File: config.mk
export PLATFORM = sky130hd
export DESIGN_NAME = swb_ctrl
export DESIGN_NICKNAME = d
export VERILOG_FILES = /design/src/hw/swb_pkg.sv /design/src/hw/swb_ctrl.sv
export VERILOG_INCLUDE_DIRS = /design/src /design/src/hw
export SDC_FILE = /design/constraint.sdc
export NUM_CORES = 1
export LEC_CHECK = 0
export ABC_AREA = 1
export BUFFER_PORTS_ARGS = -buffer_cell sky130_fd_sc_hd__buf_2
export CORE_ASPECT_RATIO = 0.7
export CORE_MARGIN = 4
export CORE_UTILIZATION = 38
export CTS_CLUSTER_SIZE = 25
export DETAILED_ROUTE_END_ITERATION = 7
export HOLD_SLACK_MARGIN = 0.03
export PLACE_DENSITY = 0.56
export SYNTH_ARGS = -nofsm -noshare
export SYNTH_HDL_FRONTEND = slang
export SYNTH_SLANG_ARGS = --single-unit
File: constraint.sdc
create_clock -name clk -period 7 [get_ports clk]
set_input_delay 0.35 -clock clk [delete_from_list [all_inputs] [get_ports clk]]
set_output_delay 0.35 -clock clk [all_outputs]
set_load 0.005 [all_outputs]
File: src/hw/swb_params.svh
// Offsets, field positions, reset values and timing counts of the sleep/beeper block
// Operation
// - Sleep after neutral held for set interval
// - Ignore drive commands while asleep
// - Zero interval never sleeps
// - Key-plus-throttle sleep flashes lamp every 5s
// - Key-only wake needs key off then on
// - Key-plus-throttle wakes on key or throttle
// - Swap inverts wig-wag throttle polarity only
// - Motor reverse flips motor direction only
// - Master beeper enable gates every beep
// - Flash code beeps match flash count
// - Sleep entry beeps one second continuously
// - Reverse beeper beeps only in reverse
// - Both-direction mode beeps on any motion
// - Motion beep mode none, reverse, both
// - Beeper cycles programmed on and off times
// - Deep discharge beeps at cut-off voltage
`ifndef SWB_PARAMS_SVH
`define SWB_PARAMS_SVH

// Register byte offsets
`define SWB_CFG_OFS 8'h00
`define SWB_SLEEP_OFS 8'h04
`define SWB_ON_OFS 8'h08
`define SWB_OFF_OFS 8'h0C
`define SWB_STAT_OFS 8'h10
`define SWB_MASK_OFS 8'h14
`define SWB_STATE_OFS 8'h18

// Reset values
`define SWB_CFG_RST 12'h05F
`define SWB_SLEEP_RST 6'h0F
`define SWB_ON_RST 11'h12C
`define SWB_OFF_RST 11'h2BC
`define SWB_MASK_RST 4'h0

// Ranges
`define SWB_SLEEP_MAX 6'h32
`define SWB_ON_MIN 11'h064
`define SWB_ON_MAX 11'h5DC
`define SWB_OFF_MAX 11'h5DC

// Status bit positions
`define SWB_ST_SLEEP 0
`define SWB_ST_WAKE 1
`define SWB_ST_LOWBAT 2
`define SWB_ST_FLASH 3

// Timing
`define SWB_CLK_PERIOD_NS 10
`define SWB_MS_NS 1000000
`define SWB_SEC_MS 1000
`define SWB_MIN_SEC 60
`define SWB_LAMP_PERIOD_MS 5000
`define SWB_LAMP_ON_MS 100
`define SWB_SLEEP_BEEP_MS 1000

`endif

File: src/hw/swb_pkg.sv
// Types of the sleep/beeper block
package swb_pkg;

  typedef enum logic [1:0] {
    SWB_AWAKE = 2'b00,
    SWB_ASLEEP = 2'b01,
    SWB_KEYOFF = 2'b11
  } swb_state_t;

  typedef enum logic [1:0] {
    SWB_MB_NONE = 2'b00,
    SWB_MB_REV = 2'b01,
    SWB_MB_BOTH = 2'b10
  } swb_motion_t;

  typedef enum logic [1:0] {
    SWB_TT_WIGWAG = 2'b00,
    SWB_TT_SINGLE = 2'b01,
    SWB_TT_UNIPOLAR = 2'b10
  } swb_thr_t;

  typedef struct packed {
    swb_thr_t thr_type;
    logic motor_rev;
    logic swap_dir;
    logic wake_key_only;
    logic dd_beep;
    swb_motion_t motion;
    logic rev_beep;
    logic sleep_beep;
    logic flash_beep;
    logic beep_en;
  } swb_cfg_t;

  typedef struct packed {
    logic key_on;
    logic neutral;
    logic defl_rev;
    logic fr_rev;
    logic moving;
    logic low_batt;
  } swb_user_t;

endpackage

File: src/hw/swb_ctrl.sv
// Sleep, wake, direction and beeper controller with Avalon-MM registers
`include "swb_params.svh"

module swb_ctrl #(
  parameter int MS_CYC = `SWB_MS_NS / `SWB_CLK_PERIOD_NS
) (
  // Clock, reset, enable
  input wire logic clk,
  input wire logic rst_n,
  input wire logic ce,
  // Avalon-MM slave
  input wire logic [7:0] avs_address,
  input wire logic avs_read,
  input wire logic avs_write,
  input wire logic [31:0] avs_writedata,
  output logic [31:0] avs_readdata,
  output logic avs_waitrequest,
  // User side
  input wire swb_pkg::swb_user_t user,
  input wire logic flash_start,
  input wire logic [3:0] flash_count,
  // Outputs
  output logic drive_en,
  output logic motor_rev,
  output logic rev_limit_sel,
  output logic beeper,
  output logic lamp_pulse,
  output logic asleep,
  output logic irq
);

  localparam int MSW = (MS_CYC > 1) ? $clog2(MS_CYC) : 1;

  if (MS_CYC < 1) begin : g_chk
    $error("MS_CYC must be at least 1");
  end

  // Registers
  swb_pkg::swb_cfg_t cfg;
  logic [5:0] sleep_min;
  logic [10:0] on_ms;
  logic [10:0] off_ms;
  logic [3:0] status;
  logic [3:0] mask;

  // Internal state
  swb_pkg::swb_state_t state;
  logic [MSW-1:0] ms_cnt;
  logic ms_tick;
  logic [9:0] sec_ms;
  logic sec_tick;
  logic [11:0] neu_sec;
  logic [12:0] lamp_ms;
  logic [9:0] sbeep_ms;
  logic [10:0] ph_ms;
  logic phase_on;
  logic [3:0] flash_left;
  logic lowbat_q;

  // Bus strobes
  logic bus_req;
  logic bus_wr;
  logic bus_rd;
  assign bus_req = avs_read | avs_write;
  assign bus_wr = avs_write & ~avs_waitrequest;
  assign bus_rd = avs_read & ~avs_waitrequest;

  // Derived conditions
  logic [11:0] sleep_sec;
  logic go_sleep;
  logic key_cycle;
  logic wake;
  logic cmd_rev;
  logic motion_act;
  logic dd_act;
  logic flash_act;
  logic iv_act;
  logic ph_end_on;
  logic ph_end_off;
  logic [3:0] ev;

  assign sleep_sec = 12'(sleep_min * `SWB_MIN_SEC);

  // Neutral held for full interval; zero never sleeps
  assign go_sleep = (state == swb_pkg::SWB_AWAKE) && (sleep_min != 6'h00)
    && user.neutral && (neu_sec >= sleep_sec);

  // Key seen off while asleep and now on again
  assign key_cycle = (state == swb_pkg::SWB_KEYOFF) && user.key_on;

  // Throttle wakes only in key-plus-throttle style
  assign wake = key_cycle ||
    (state == swb_pkg::SWB_ASLEEP && !cfg.wake_key_only && !user.neutral);

  // Swap only applies to wig-wag throttles
  assign cmd_rev = (cfg.thr_type == swb_pkg::SWB_TT_WIGWAG) ?
    (user.defl_rev ^ cfg.swap_dir) : user.fr_rev;

  // Motion beep source selection
  always_comb begin
    motion_act = 1'b0;
    if (user.moving && state == swb_pkg::SWB_AWAKE) begin
      unique case (cfg.motion)
        swb_pkg::SWB_MB_NONE: motion_act = 1'b0;
        swb_pkg::SWB_MB_REV: motion_act = cfg.rev_beep & cmd_rev;
        swb_pkg::SWB_MB_BOTH: motion_act = 1'b1;
        default: motion_act = 1'b0;
      endcase
    end
  end

  assign dd_act = cfg.dd_beep & user.low_batt;
  assign flash_act = cfg.flash_beep & (flash_left != 4'h0);
  assign iv_act = motion_act | dd_act | flash_act;
  assign ph_end_on = ms_tick && phase_on && (ph_ms + 11'h001 >= on_ms);
  assign ph_end_off = ms_tick && !phase_on && (ph_ms + 11'h001 >= off_ms);

  assign ev[`SWB_ST_SLEEP] = go_sleep;
  assign ev[`SWB_ST_WAKE] = wake;
  assign ev[`SWB_ST_LOWBAT] = user.low_batt & ~lowbat_q;
  assign ev[`SWB_ST_FLASH] = flash_act && ph_end_on && flash_left == 4'h1;

  // Bus handshake: one wait cycle, then accept
  always_ff @(posedge clk) begin
    if (!rst_n) begin
      avs_waitrequest <= 1'b1;
    end else if (ce) begin
      avs_waitrequest <= !(bus_req && avs_waitrequest);
    end
  end

  // Read data, captured in the wait cycle
  always_ff @(posedge clk) begin
    if (!rst_n) begin
      avs_readdata <= 32'h0000_0000;
    end else if (ce && avs_read && avs_waitrequest) begin
      unique case (avs_address)
        `SWB_CFG_OFS: avs_readdata <= {20'h00000, cfg};
        `SWB_SLEEP_OFS: avs_readdata <= {26'h0000000, sleep_min};
        `SWB_ON_OFS: avs_readdata <= {21'h000000, on_ms};
        `SWB_OFF_OFS: avs_readdata <= {21'h000000, off_ms};
        `SWB_STAT_OFS: avs_readdata <= {28'h0000000, status | ev};
        `SWB_MASK_OFS: avs_readdata <= {28'h0000000, mask};
        `SWB_STATE_OFS: avs_readdata <= {26'h0000000, flash_left, state};
        default: avs_readdata <= 32'h0000_0000;
      endcase
    end
  end

  // Configuration writes; sleep, on and off times clamped to legal ranges
  always_ff @(posedge clk) begin
    if (!rst_n) begin
      cfg <= swb_pkg::swb_cfg_t'(`SWB_CFG_RST);
      sleep_min <= `SWB_SLEEP_RST;
      on_ms <= `SWB_ON_RST;
      off_ms <= `SWB_OFF_RST;
      mask <= `SWB_MASK_RST;
    end else if (ce && bus_wr) begin
      unique case (avs_address)
        `SWB_CFG_OFS: cfg <= swb_pkg::swb_cfg_t'(avs_writedata[11:0]);
        `SWB_SLEEP_OFS: sleep_min <= (avs_writedata[5:0] > `SWB_SLEEP_MAX) ?
          `SWB_SLEEP_MAX : avs_writedata[5:0];
        `SWB_ON_OFS: on_ms <= (avs_writedata[10:0] < `SWB_ON_MIN) ? `SWB_ON_MIN :
          (avs_writedata[10:0] > `SWB_ON_MAX) ? `SWB_ON_MAX : avs_writedata[10:0];
        `SWB_OFF_OFS: off_ms <= (avs_writedata[10:0] > `SWB_OFF_MAX) ?
          `SWB_OFF_MAX : avs_writedata[10:0];
        `SWB_MASK_OFS: mask <= avs_writedata[3:0];
        default: ;
      endcase
    end
  end

  // Sticky status, cleared by read, set wins
  always_ff @(posedge clk) begin
    if (!rst_n) begin
      status <= 4'h0;
    end else if (ce) begin
      if (bus_rd && avs_address == `SWB_STAT_OFS) begin
        status <= ev;
      end else begin
        status <= status | ev;
      end
    end
  end

  always_ff @(posedge clk) begin
    if (!rst_n) begin
      irq <= 1'b0;
    end else if (ce) begin
      irq <= |(status & mask);
    end
  end

  // Millisecond and second ticks
  always_ff @(posedge clk) begin
    if (!rst_n) begin
      ms_cnt <= '0;
      ms_tick <= 1'b0;
    end else if (ce) begin
      ms_tick <= (ms_cnt == MSW'(MS_CYC - 1));
      if (ms_cnt == MSW'(MS_CYC - 1)) begin
        ms_cnt <= '0;
      end else begin
        ms_cnt <= ms_cnt + 1'b1;
      end
    end
  end

  always_ff @(posedge clk) begin
    if (!rst_n) begin
      sec_ms <= 10'h000;
      sec_tick <= 1'b0;
    end else if (ce) begin
      sec_tick <= 1'b0;
      if (ms_tick) begin
        if (sec_ms == 10'(`SWB_SEC_MS - 1)) begin
          sec_ms <= 10'h000;
          sec_tick <= 1'b1;
        end else begin
          sec_ms <= sec_ms + 10'h001;
        end
      end
    end
  end

  // Neutral duration in seconds
  always_ff @(posedge clk) begin
    if (!rst_n) begin
      neu_sec <= 12'h000;
    end else if (ce) begin
      if (!user.neutral || state != swb_pkg::SWB_AWAKE) begin
        neu_sec <= 12'h000;
      end else if (sec_tick && neu_sec != 12'hFFF) begin
        neu_sec <= neu_sec + 12'h001;
      end
    end
  end

  // Sleep state machine
  always_ff @(posedge clk) begin
    if (!rst_n) begin
      state <= swb_pkg::SWB_AWAKE;
    end else if (ce) begin
      unique case (state)
        swb_pkg::SWB_AWAKE: begin
          if (go_sleep) begin
            state <= swb_pkg::SWB_ASLEEP;
          end
        end
        swb_pkg::SWB_ASLEEP: begin
          if (wake) begin
            state <= swb_pkg::SWB_AWAKE;
          end else if (!user.key_on) begin
            state <= swb_pkg::SWB_KEYOFF;
          end
        end
        swb_pkg::SWB_KEYOFF: begin
          if (key_cycle) begin
            state <= swb_pkg::SWB_AWAKE;
          end
        end
        default: state <= swb_pkg::SWB_AWAKE;
      endcase
    end
  end

  // Drive, direction and asleep outputs
  always_ff @(posedge clk) begin
    if (!rst_n) begin
      drive_en <= 1'b0;
      motor_rev <= 1'b0;
      rev_limit_sel <= 1'b0;
      asleep <= 1'b0;
      lowbat_q <= 1'b0;
    end else if (ce) begin
      drive_en <= !user.neutral && state == swb_pkg::SWB_AWAKE && !go_sleep;
      motor_rev <= cmd_rev ^ cfg.motor_rev;
      rev_limit_sel <= cmd_rev;
      asleep <= (state != swb_pkg::SWB_AWAKE || go_sleep) && !wake;
      lowbat_q <= user.low_batt;
    end
  end

  // Lamp flash while asleep in key-plus-throttle style
  always_ff @(posedge clk) begin
    if (!rst_n) begin
      lamp_ms <= 13'h0000;
      lamp_pulse <= 1'b0;
    end else if (ce) begin
      if (state == swb_pkg::SWB_AWAKE) begin
        lamp_ms <= 13'h0000;
        lamp_pulse <= 1'b0;
      end else begin
        if (ms_tick) begin
          if (lamp_ms == 13'(`SWB_LAMP_PERIOD_MS - 1)) begin
            lamp_ms <= 13'h0000;
          end else begin
            lamp_ms <= lamp_ms + 13'h0001;
          end
        end
        lamp_pulse <= !cfg.wake_key_only && !wake &&
          (lamp_ms < 13'(`SWB_LAMP_ON_MS));
      end
    end
  end

  // One-second continuous sleep beep
  always_ff @(posedge clk) begin
    if (!rst_n) begin
      sbeep_ms <= 10'h000;
    end else if (ce) begin
      if (go_sleep && cfg.sleep_beep) begin
        sbeep_ms <= 10'(`SWB_SLEEP_BEEP_MS);
      end else if (ms_tick && sbeep_ms != 10'h000) begin
        sbeep_ms <= sbeep_ms - 10'h001;
      end
    end
  end

  // Flash-code beep counter
  always_ff @(posedge clk) begin
    if (!rst_n) begin
      flash_left <= 4'h0;
    end else if (ce) begin
      if (flash_start) begin
        flash_left <= flash_count;
      end else if (ph_end_on && flash_left != 4'h0) begin
        flash_left <= flash_left - 4'h1;
      end
    end
  end

  // On/off interval generator, restarts when idle
  always_ff @(posedge clk) begin
    if (!rst_n) begin
      phase_on <= 1'b1;
      ph_ms <= 11'h000;
    end else if (ce) begin
      if (!iv_act) begin
        phase_on <= 1'b1;
        ph_ms <= 11'h000;
      end else if (ph_end_on) begin
        phase_on <= (off_ms == 11'h000);
        ph_ms <= 11'h000;
      end else if (ph_end_off) begin
        phase_on <= 1'b1;
        ph_ms <= 11'h000;
      end else if (ms_tick) begin
        ph_ms <= ph_ms + 11'h001;
      end
    end
  end

  // Merged buzzer output, registered
  always_ff @(posedge clk) begin
    if (!rst_n) begin
      beeper <= 1'b0;
    end else if (ce) begin
      beeper <= cfg.beep_en &&
        ((sbeep_ms != 10'h000) || (phase_on && iv_act));
    end
  end

endmodule // swb_ctrl

**Word level (Yosys, flattened, before mapping)**

Index checks and enable logic that the tools add are counted.

- Register bits: 171
- Bits of input ports: 56
- Output and inout port bits: 40
- Word-level logic and storage cells: 185

- $add $sub $neg: 7
- Multipliers: 1
- $lt $le $gt $ge: 7
- Eq/ne operators: 20
- Mux-type cells: 34
- Bitwise gates (word level): 15
- Reduce and logical (&&, ||, !) cells: 65

Operators by type and width:

| cell | number |
|---|---|
| 12-bit one-hot mux with 7 select lines | 1 |
| 11-bit 2-to-1 mux | 6 |
| 13-bit 2-to-1 mux | 3 |
| 10-bit 2-to-1 mux | 3 |
| 1-bit logical AND | 29 |
| 8-bit by 5-bit == test with 1-bit output (second input constant) | 3 |
| 12-bit 2-to-1 mux | 2 |
| 2-bit AND reduction | 12 |
| 11-bit >= comparator | 2 |
| 17-bit by 1-bit adder with 17-bit output (second input constant) | 1 |
| 17-bit == test (second input constant) | 1 |
| 17-bit 2-to-1 mux | 1 |
| 8-bit by 4-bit == test with 1-bit output (second input constant) | 2 |
| 13-bit by 1-bit adder with 13-bit output (second input constant) | 1 |
| 13-bit == test (second input constant) | 1 |
| 13-bit by 7-bit less-than comparator with 1-bit output (second input constant) | 1 |
| 12-bit by 1-bit adder with 12-bit output (second input constant) | 1 |
| 12-bit >= comparator | 1 |
| 4-bit 2-to-1 mux | 3 |
| 12-bit inequality test (second input constant) | 1 |
| 11-bit by 1-bit adder with 11-bit output (second input constant) | 1 |
| 11-bit greater-than comparator (second input constant) | 1 |
| 11-bit zero test | 1 |
| 11-bit by 7-bit less-than comparator with 1-bit output (second input constant) | 1 |
| 35 further kinds | 70 |

**Logic depth before layout (Yosys ltp)**

- Depth after elaboration: 10
- Mapped depth: 29
- Depth with buffers taken out: 29

**Worst setup path after synthesis**

Ideal clock, no wire load.

- Kind: flip-flop to flip-flop
- Start point: register sleep_min[3]
- End point: register sbeep_ms[5]
- Library setup time: 0.070 ns
- Data arrival time: 4.082 ns
- Setup slack: 2.847 ns
- Stages on the path, launching flop included: 30
- Path buffers: 0
- Cells stage by stage: dfxtp_1 inv_1 fa_1 fa_1 inv_1 ha_1 a21oi_1 nand2_1 nand2_1 nand2_1 a21oi_1 inv_1 nand2_1 nand2_1 a21oi_1 inv_1 nand2_1 nand2_1 ha_1 nand2_1 nor2_1 and2_1 nand2_1 nand3_1 nand2_1 nor2_2 nand2_2 nand2_2 nand2_1 a21oi_1

- Word-level cells in the longest chain between the ends: 7
- Elaborated cells between the ends (all ways): 10
- Classes of those cells: 1 x mul; 1 x order compare; 1 x mux; 7 x reduce/logical

RTL lines:

| item | line | source |
|---|---|---|
| start, declared | swb_ctrl.sv:40 | `logic [5:0] sleep_min;` |
| start signal, assigned | swb_ctrl.sv:154 | `` sleep_min <= `SWB_SLEEP_RST; `` |
| start signal, assigned | swb_ctrl.sv:161 | `` `SWB_SLEEP_OFS: sleep_min <= (avs_writedata[5:0] > `SWB_SLEEP_MAX) ? `` |
| branches (longest 3 deep; another with 12-bit >= comparator) | n/a |  |
| 1-bit logical AND (*) | swb_ctrl.sv:86 | `&& user.neutral && (neu_sec >= sleep_sec);` |
| 1-bit logical AND (*) | swb_ctrl.sv:312 | `if (go_sleep && cfg.sleep_beep) begin` |
| 2-bit nonzero test (no line) | n/a |  |
| 2-bit AND reduction (no line) | n/a |  |
| end signal, assigned | swb_ctrl.sv:313 | `` sbeep_ms <= 10'(`SWB_SLEEP_BEEP_MS); `` |
| end signal, assigned | swb_ctrl.sv:315 | `sbeep_ms <= sbeep_ms - 10'h001;` |
| end, declared | swb_ctrl.sv:54 | `logic [9:0] sbeep_ms;` |

Every way passes the cells marked *.
A chain may end at the register's enable or synchronous reset.

**Worst setup path in the final report**

- Start point: register sleep_min[3]
- End point: register sbeep_ms[9]

The elaborated chain is that of the path after synthesis.

==> reports/metrics.csv <==
stage,metric,value,unit
routing,Iter 0 DRT Violations,673,
run_status,outcome,completed,
clock_network,# resized after CTS,0,
global_route,largest net degree at the start of global routing,83,
global_route,GRT Util Overall,19.1,%
timing,endpoints failing setup,0,
cells_and_area,fraction of layout cells with a size suffix above 1,9.24,%
global_route,total grt overflow,0,
timing,Tcrit/Tclk final,69.9,%
worst_setup_path,Worst path max stage delay,510,ps
worst_setup_path,Reg2Reg Depth,29,
yosys,count of warnings emitted by yosys,0,
pwr,Sw Ratio,25.8,%
cells_and_area,most frequent cells in the layout,"nand2_1 (270), inv_1 (173), dfxtp_1 (151)",
timing,Fin Setup TNS,0,ps
worst_setup_path,r2r startpoint,sleep_min[3]$_SDFFE_PN1P_,
routing,number of detailed-route iterations in the first pass,5,
clock_network,CTS tree,yes,
worst_setup_path,Setup CP Type,flop to flop,
timing,RSZ-0062 raised after global routing,no,
worst_setup_path,Crit. End Element,flop,
yosys,Mean Syn Cell Area,7.04,um2
routing,DRC,0,
routing,Avg WL per Cell,15.3,um
global_route,initial antenna violation count,1,
pwr,LEAKAGE,4.49,nW
yosys,"Cell Area, Synth",0.00920,mm2
timing,Period minus WS final,4890,ps
worst_setup_path,Worst Path Arrival,5250,ps
routing,met1 wire length,13800,um
timing,max_slew headroom,24.8,%
timing,Setup Skew,10.3,ps
cells_and_area,Antenna diodes,0,
routing,Post-DRT Antenna Nets,0,
yosys,simple-gate share of the synthesized area,28.8,%
routing,routed vias/inst,5.06,
routing,via count,8503,
clock_network,"Clk Latency, worst-skew pair",430,ps
worst_setup_path,Critical Path Start Type,flop,
hold_path,Min-Delay Path Class,input pin to flop,
worst_setup_path,Reg-to-Reg End,sbeep_ms[9]$_SDFFE_PN0P_,
floorplan,# IOs,96,
clock_network,H-tree depth,4,
placement,DP Wirelength,19400,um
yosys,post-synth cell types,50,
timing,Final Hold Viols,0,
worst_setup_path,crit path max-delay cell type,fa_1,
worst_setup_path,R2R Setup Slk,2110,ps
pwr,total power,0.00198,W
clock_network,Post-CTS Hold Fix Bufs,0,
cells_and_area,design area,0.0103,mm2
floorplan,initial core utilization,38.7,%
clock_network,setup bufs post-CTS,0,
timing,Max Freq,204,MHz
yosys,Synth Area in Compound Gates,14.3,%
placement,area of placed instances,0.00968,mm2
clock_network,TritonCTS Buffers,17,
pwr,Clock Power Share,48.2,%
floorplan,Die Area,0.0268,mm2
yosys,Cells after Synth,1307,
timing,fin. max-slew vios,0,
pwr,Int Pwr,0.00147,W
routing,metal2 WL,9780,um
placement,Place WS,2040,ps
worst_setup_path,Most Frequent Cell on Critical Path,nand2_1,
worst_setup_path,Crit path required time,7350,ps
pwr,P per Cell Area,193,mW/mm2
clock_network,Sink Count,151,
routing,DR top layer,met5,
floorplan,Core Box Area,0.0238,mm2
worst_setup_path,CP max FO,10,
yosys,main combinational cell family by area after synthesis,simple AND/OR/NAND/NOR gates,
hold_path,hold path depth,3,
yosys,Seq cells post-synth,151,
global_route,vias in the first global route,7595,
timing,final setup margin,2110,ps
pwr,Flop pwr share,44.3,%
cells_and_area,"commonest non-fill, non-tap cell in the layout",nand2_1,
clock_network,Worst-path clk slew,70,ps
floorplan,number of placement rows,47,
yosys,sequential fraction of the synthesis area,32.8,%
cells_and_area,fin nets,1474,
worst_setup_path,Setup crit start,sleep_min[3]$_SDFFE_PN1P_,
hold_path,HP Start,avs_writedata[11],
cells_and_area,Layout area overhead,11.8,%
global_route,first-pass GRT wire length,41700,um
yosys,"Top FF cell, synth",dfxtp_1,
pwr,net switching power,0.000512,W
floorplan,die width,194,um
yosys,Adder-Cell Fraction of Synth Area,9.98,%
placement,IO Port Bufs,55,
timing,Worst Tran Pin Value,1130,ps
pwr,Comb pwr share,7.5,%
hold_path,Hold EP,cfg[11]$_SDFFE_PN0P_,
flow_run,Max Cap Viol,0,
pwr,VDD IR max,0.164,mV
placement,Placer Congestion,0.882,
clock_network,Clock Tree Buf Depth,2,
yosys,xor/xnor share of the synthesized area,3.43,%
routing,DRT Wirelength,25700,um
timing,Hold WS,184,ps
yosys,"EDFF count, synth",0,
routing,Routed met3 length,1940,um
yosys,mux contribution to synthesized area,0.109,%
yosys,"Async S/R FF share, synth",0,%
clock_network,clk root buf,clkbuf_16,
floorplan,chip height,138,um
-- state kept, by name, summed over array words and instances (netlist names), 2 cells and up --
signal,flops
avs_readdata,12
cfg,12
flash_left,4
lamp_ms,13
mask,4
ms_cnt,17
neu_sec,12
off_ms,11
on_ms,11
ph_ms,11
sbeep_ms,10
sec_ms,10
sleep_min,6
state,2
status,4
-- area by class of cell --
class / count / area [um2]
Fill cell: 2482 / 13500
Multi-Input combinational cell: 943 / 5290
Sequential cell: 151 / 3020
Inverter: 180 / 678
Clock buffer: 21 / 470
Tap cell: 318 / 398
Timing Repair Buffer: 57 / 290
Clock inverter: 11 / 140
-- layer usage --
metal | vias to the layer above | GRT usage [%]
met3 | 19 | 4.60
li1 | 4369 | -
met4 | 2 | 3.55
met2 | 252 | 25.1
met5 | - | 0
met1 | 3861 | 31.2
-- through the flow --
stage                     instances  utilization (%)
after floorplan                1326                -
after global placement         1649             40.7
after detailed placement       1649             40.7
after CTS                      1681             43.3
after global routing           1681             43.3
final                          1681             43.3
-- worst max-delay path by stage --
stage | end | slack [ps] | depth (start not counted)
2_1_floorplan | sbeep_ms[5]$_SDFFE_PN0P_ | 2850 | 29
3_5_place_dp | sbeep_ms[5]$_SDFFE_PN0P_ | 2040 | 29
6_report | sbeep_ms[9]$_SDFFE_PN0P_ | 2110 | 29
5_1_grt | sbeep_ms[5]$_SDFFE_PN0P_ | 1620 | 29
3_3_place_gp | sbeep_ms[9]$_SDFFE_PN0P_ | 2110 | 29
4_1_cts | sbeep_ms[9]$_SDFFE_PN0P_ | 2050 | 29
-- cells by family (layout without fill, tap and decap cells) --
logic type | count (synthesis) | in the layout
xor+xnor | 36 | 36
compound gates | 237 | 237
simple gates | 581 | 581
fa+ha+maj | 68 | 68
flops | 151 | 151
other cells | 1 | 20
mux | 1 | 1
buf+inv | 232 | 269
-- power groups by stage --
stage	Combinational [W]	Clock, W	Sequential, W
floorplan	0.000103	0	0.000897
global placement	0.000148	0	0.000899
detailed placement	0.000148	0	0.000899
CTS	0.000149	0.000982	0.000879
global route	0.000168	0.00102	0.000880
finish	0.000149	0.000956	0.000879
-- critical path, delay by kind of cell, from the launching register on --
| family | cells | cell delay, ps |
|---|---|---|
| simple gates | 17 | 1840 |
| buf+inv | 4 | 410 |
| fa+ha+maj | 4 | 1620 |
| compound gates | 4 | 600 |
| flops | 1 | 350 |
-- Yosys cell counts, types with 5 or more instances --
cell,number,area share [%]
xnor2_1,13,1.2
inv_1,173,7.1
dfxtp_1,151,33
o211ai_1,13,1.1
o221ai_1,10,0.95
nand4_1,38,2.6
xor2_1,23,2.2
a21oi_1,123,6.7
clkbuf_1,19,0.78
a211oi_1,6,0.49
ha_1,59,8.0
fa_1,9,2.0
nand3_1,67,3.6
inv_2,6,0.24
nor2_2,9,0.61
nor4_1,10,0.68
o21a_1,5,0.41
buf_2,7,0.38
o22ai_1,8,0.54
nand2_1,270,11
o21ai_0,61,3.3
nor2_1,120,4.9
buf_4,22,1.8
nor3_1,31,1.7
nor3b_1,10,0.82
Note: power is estimated with default switching activity, not from simulation.
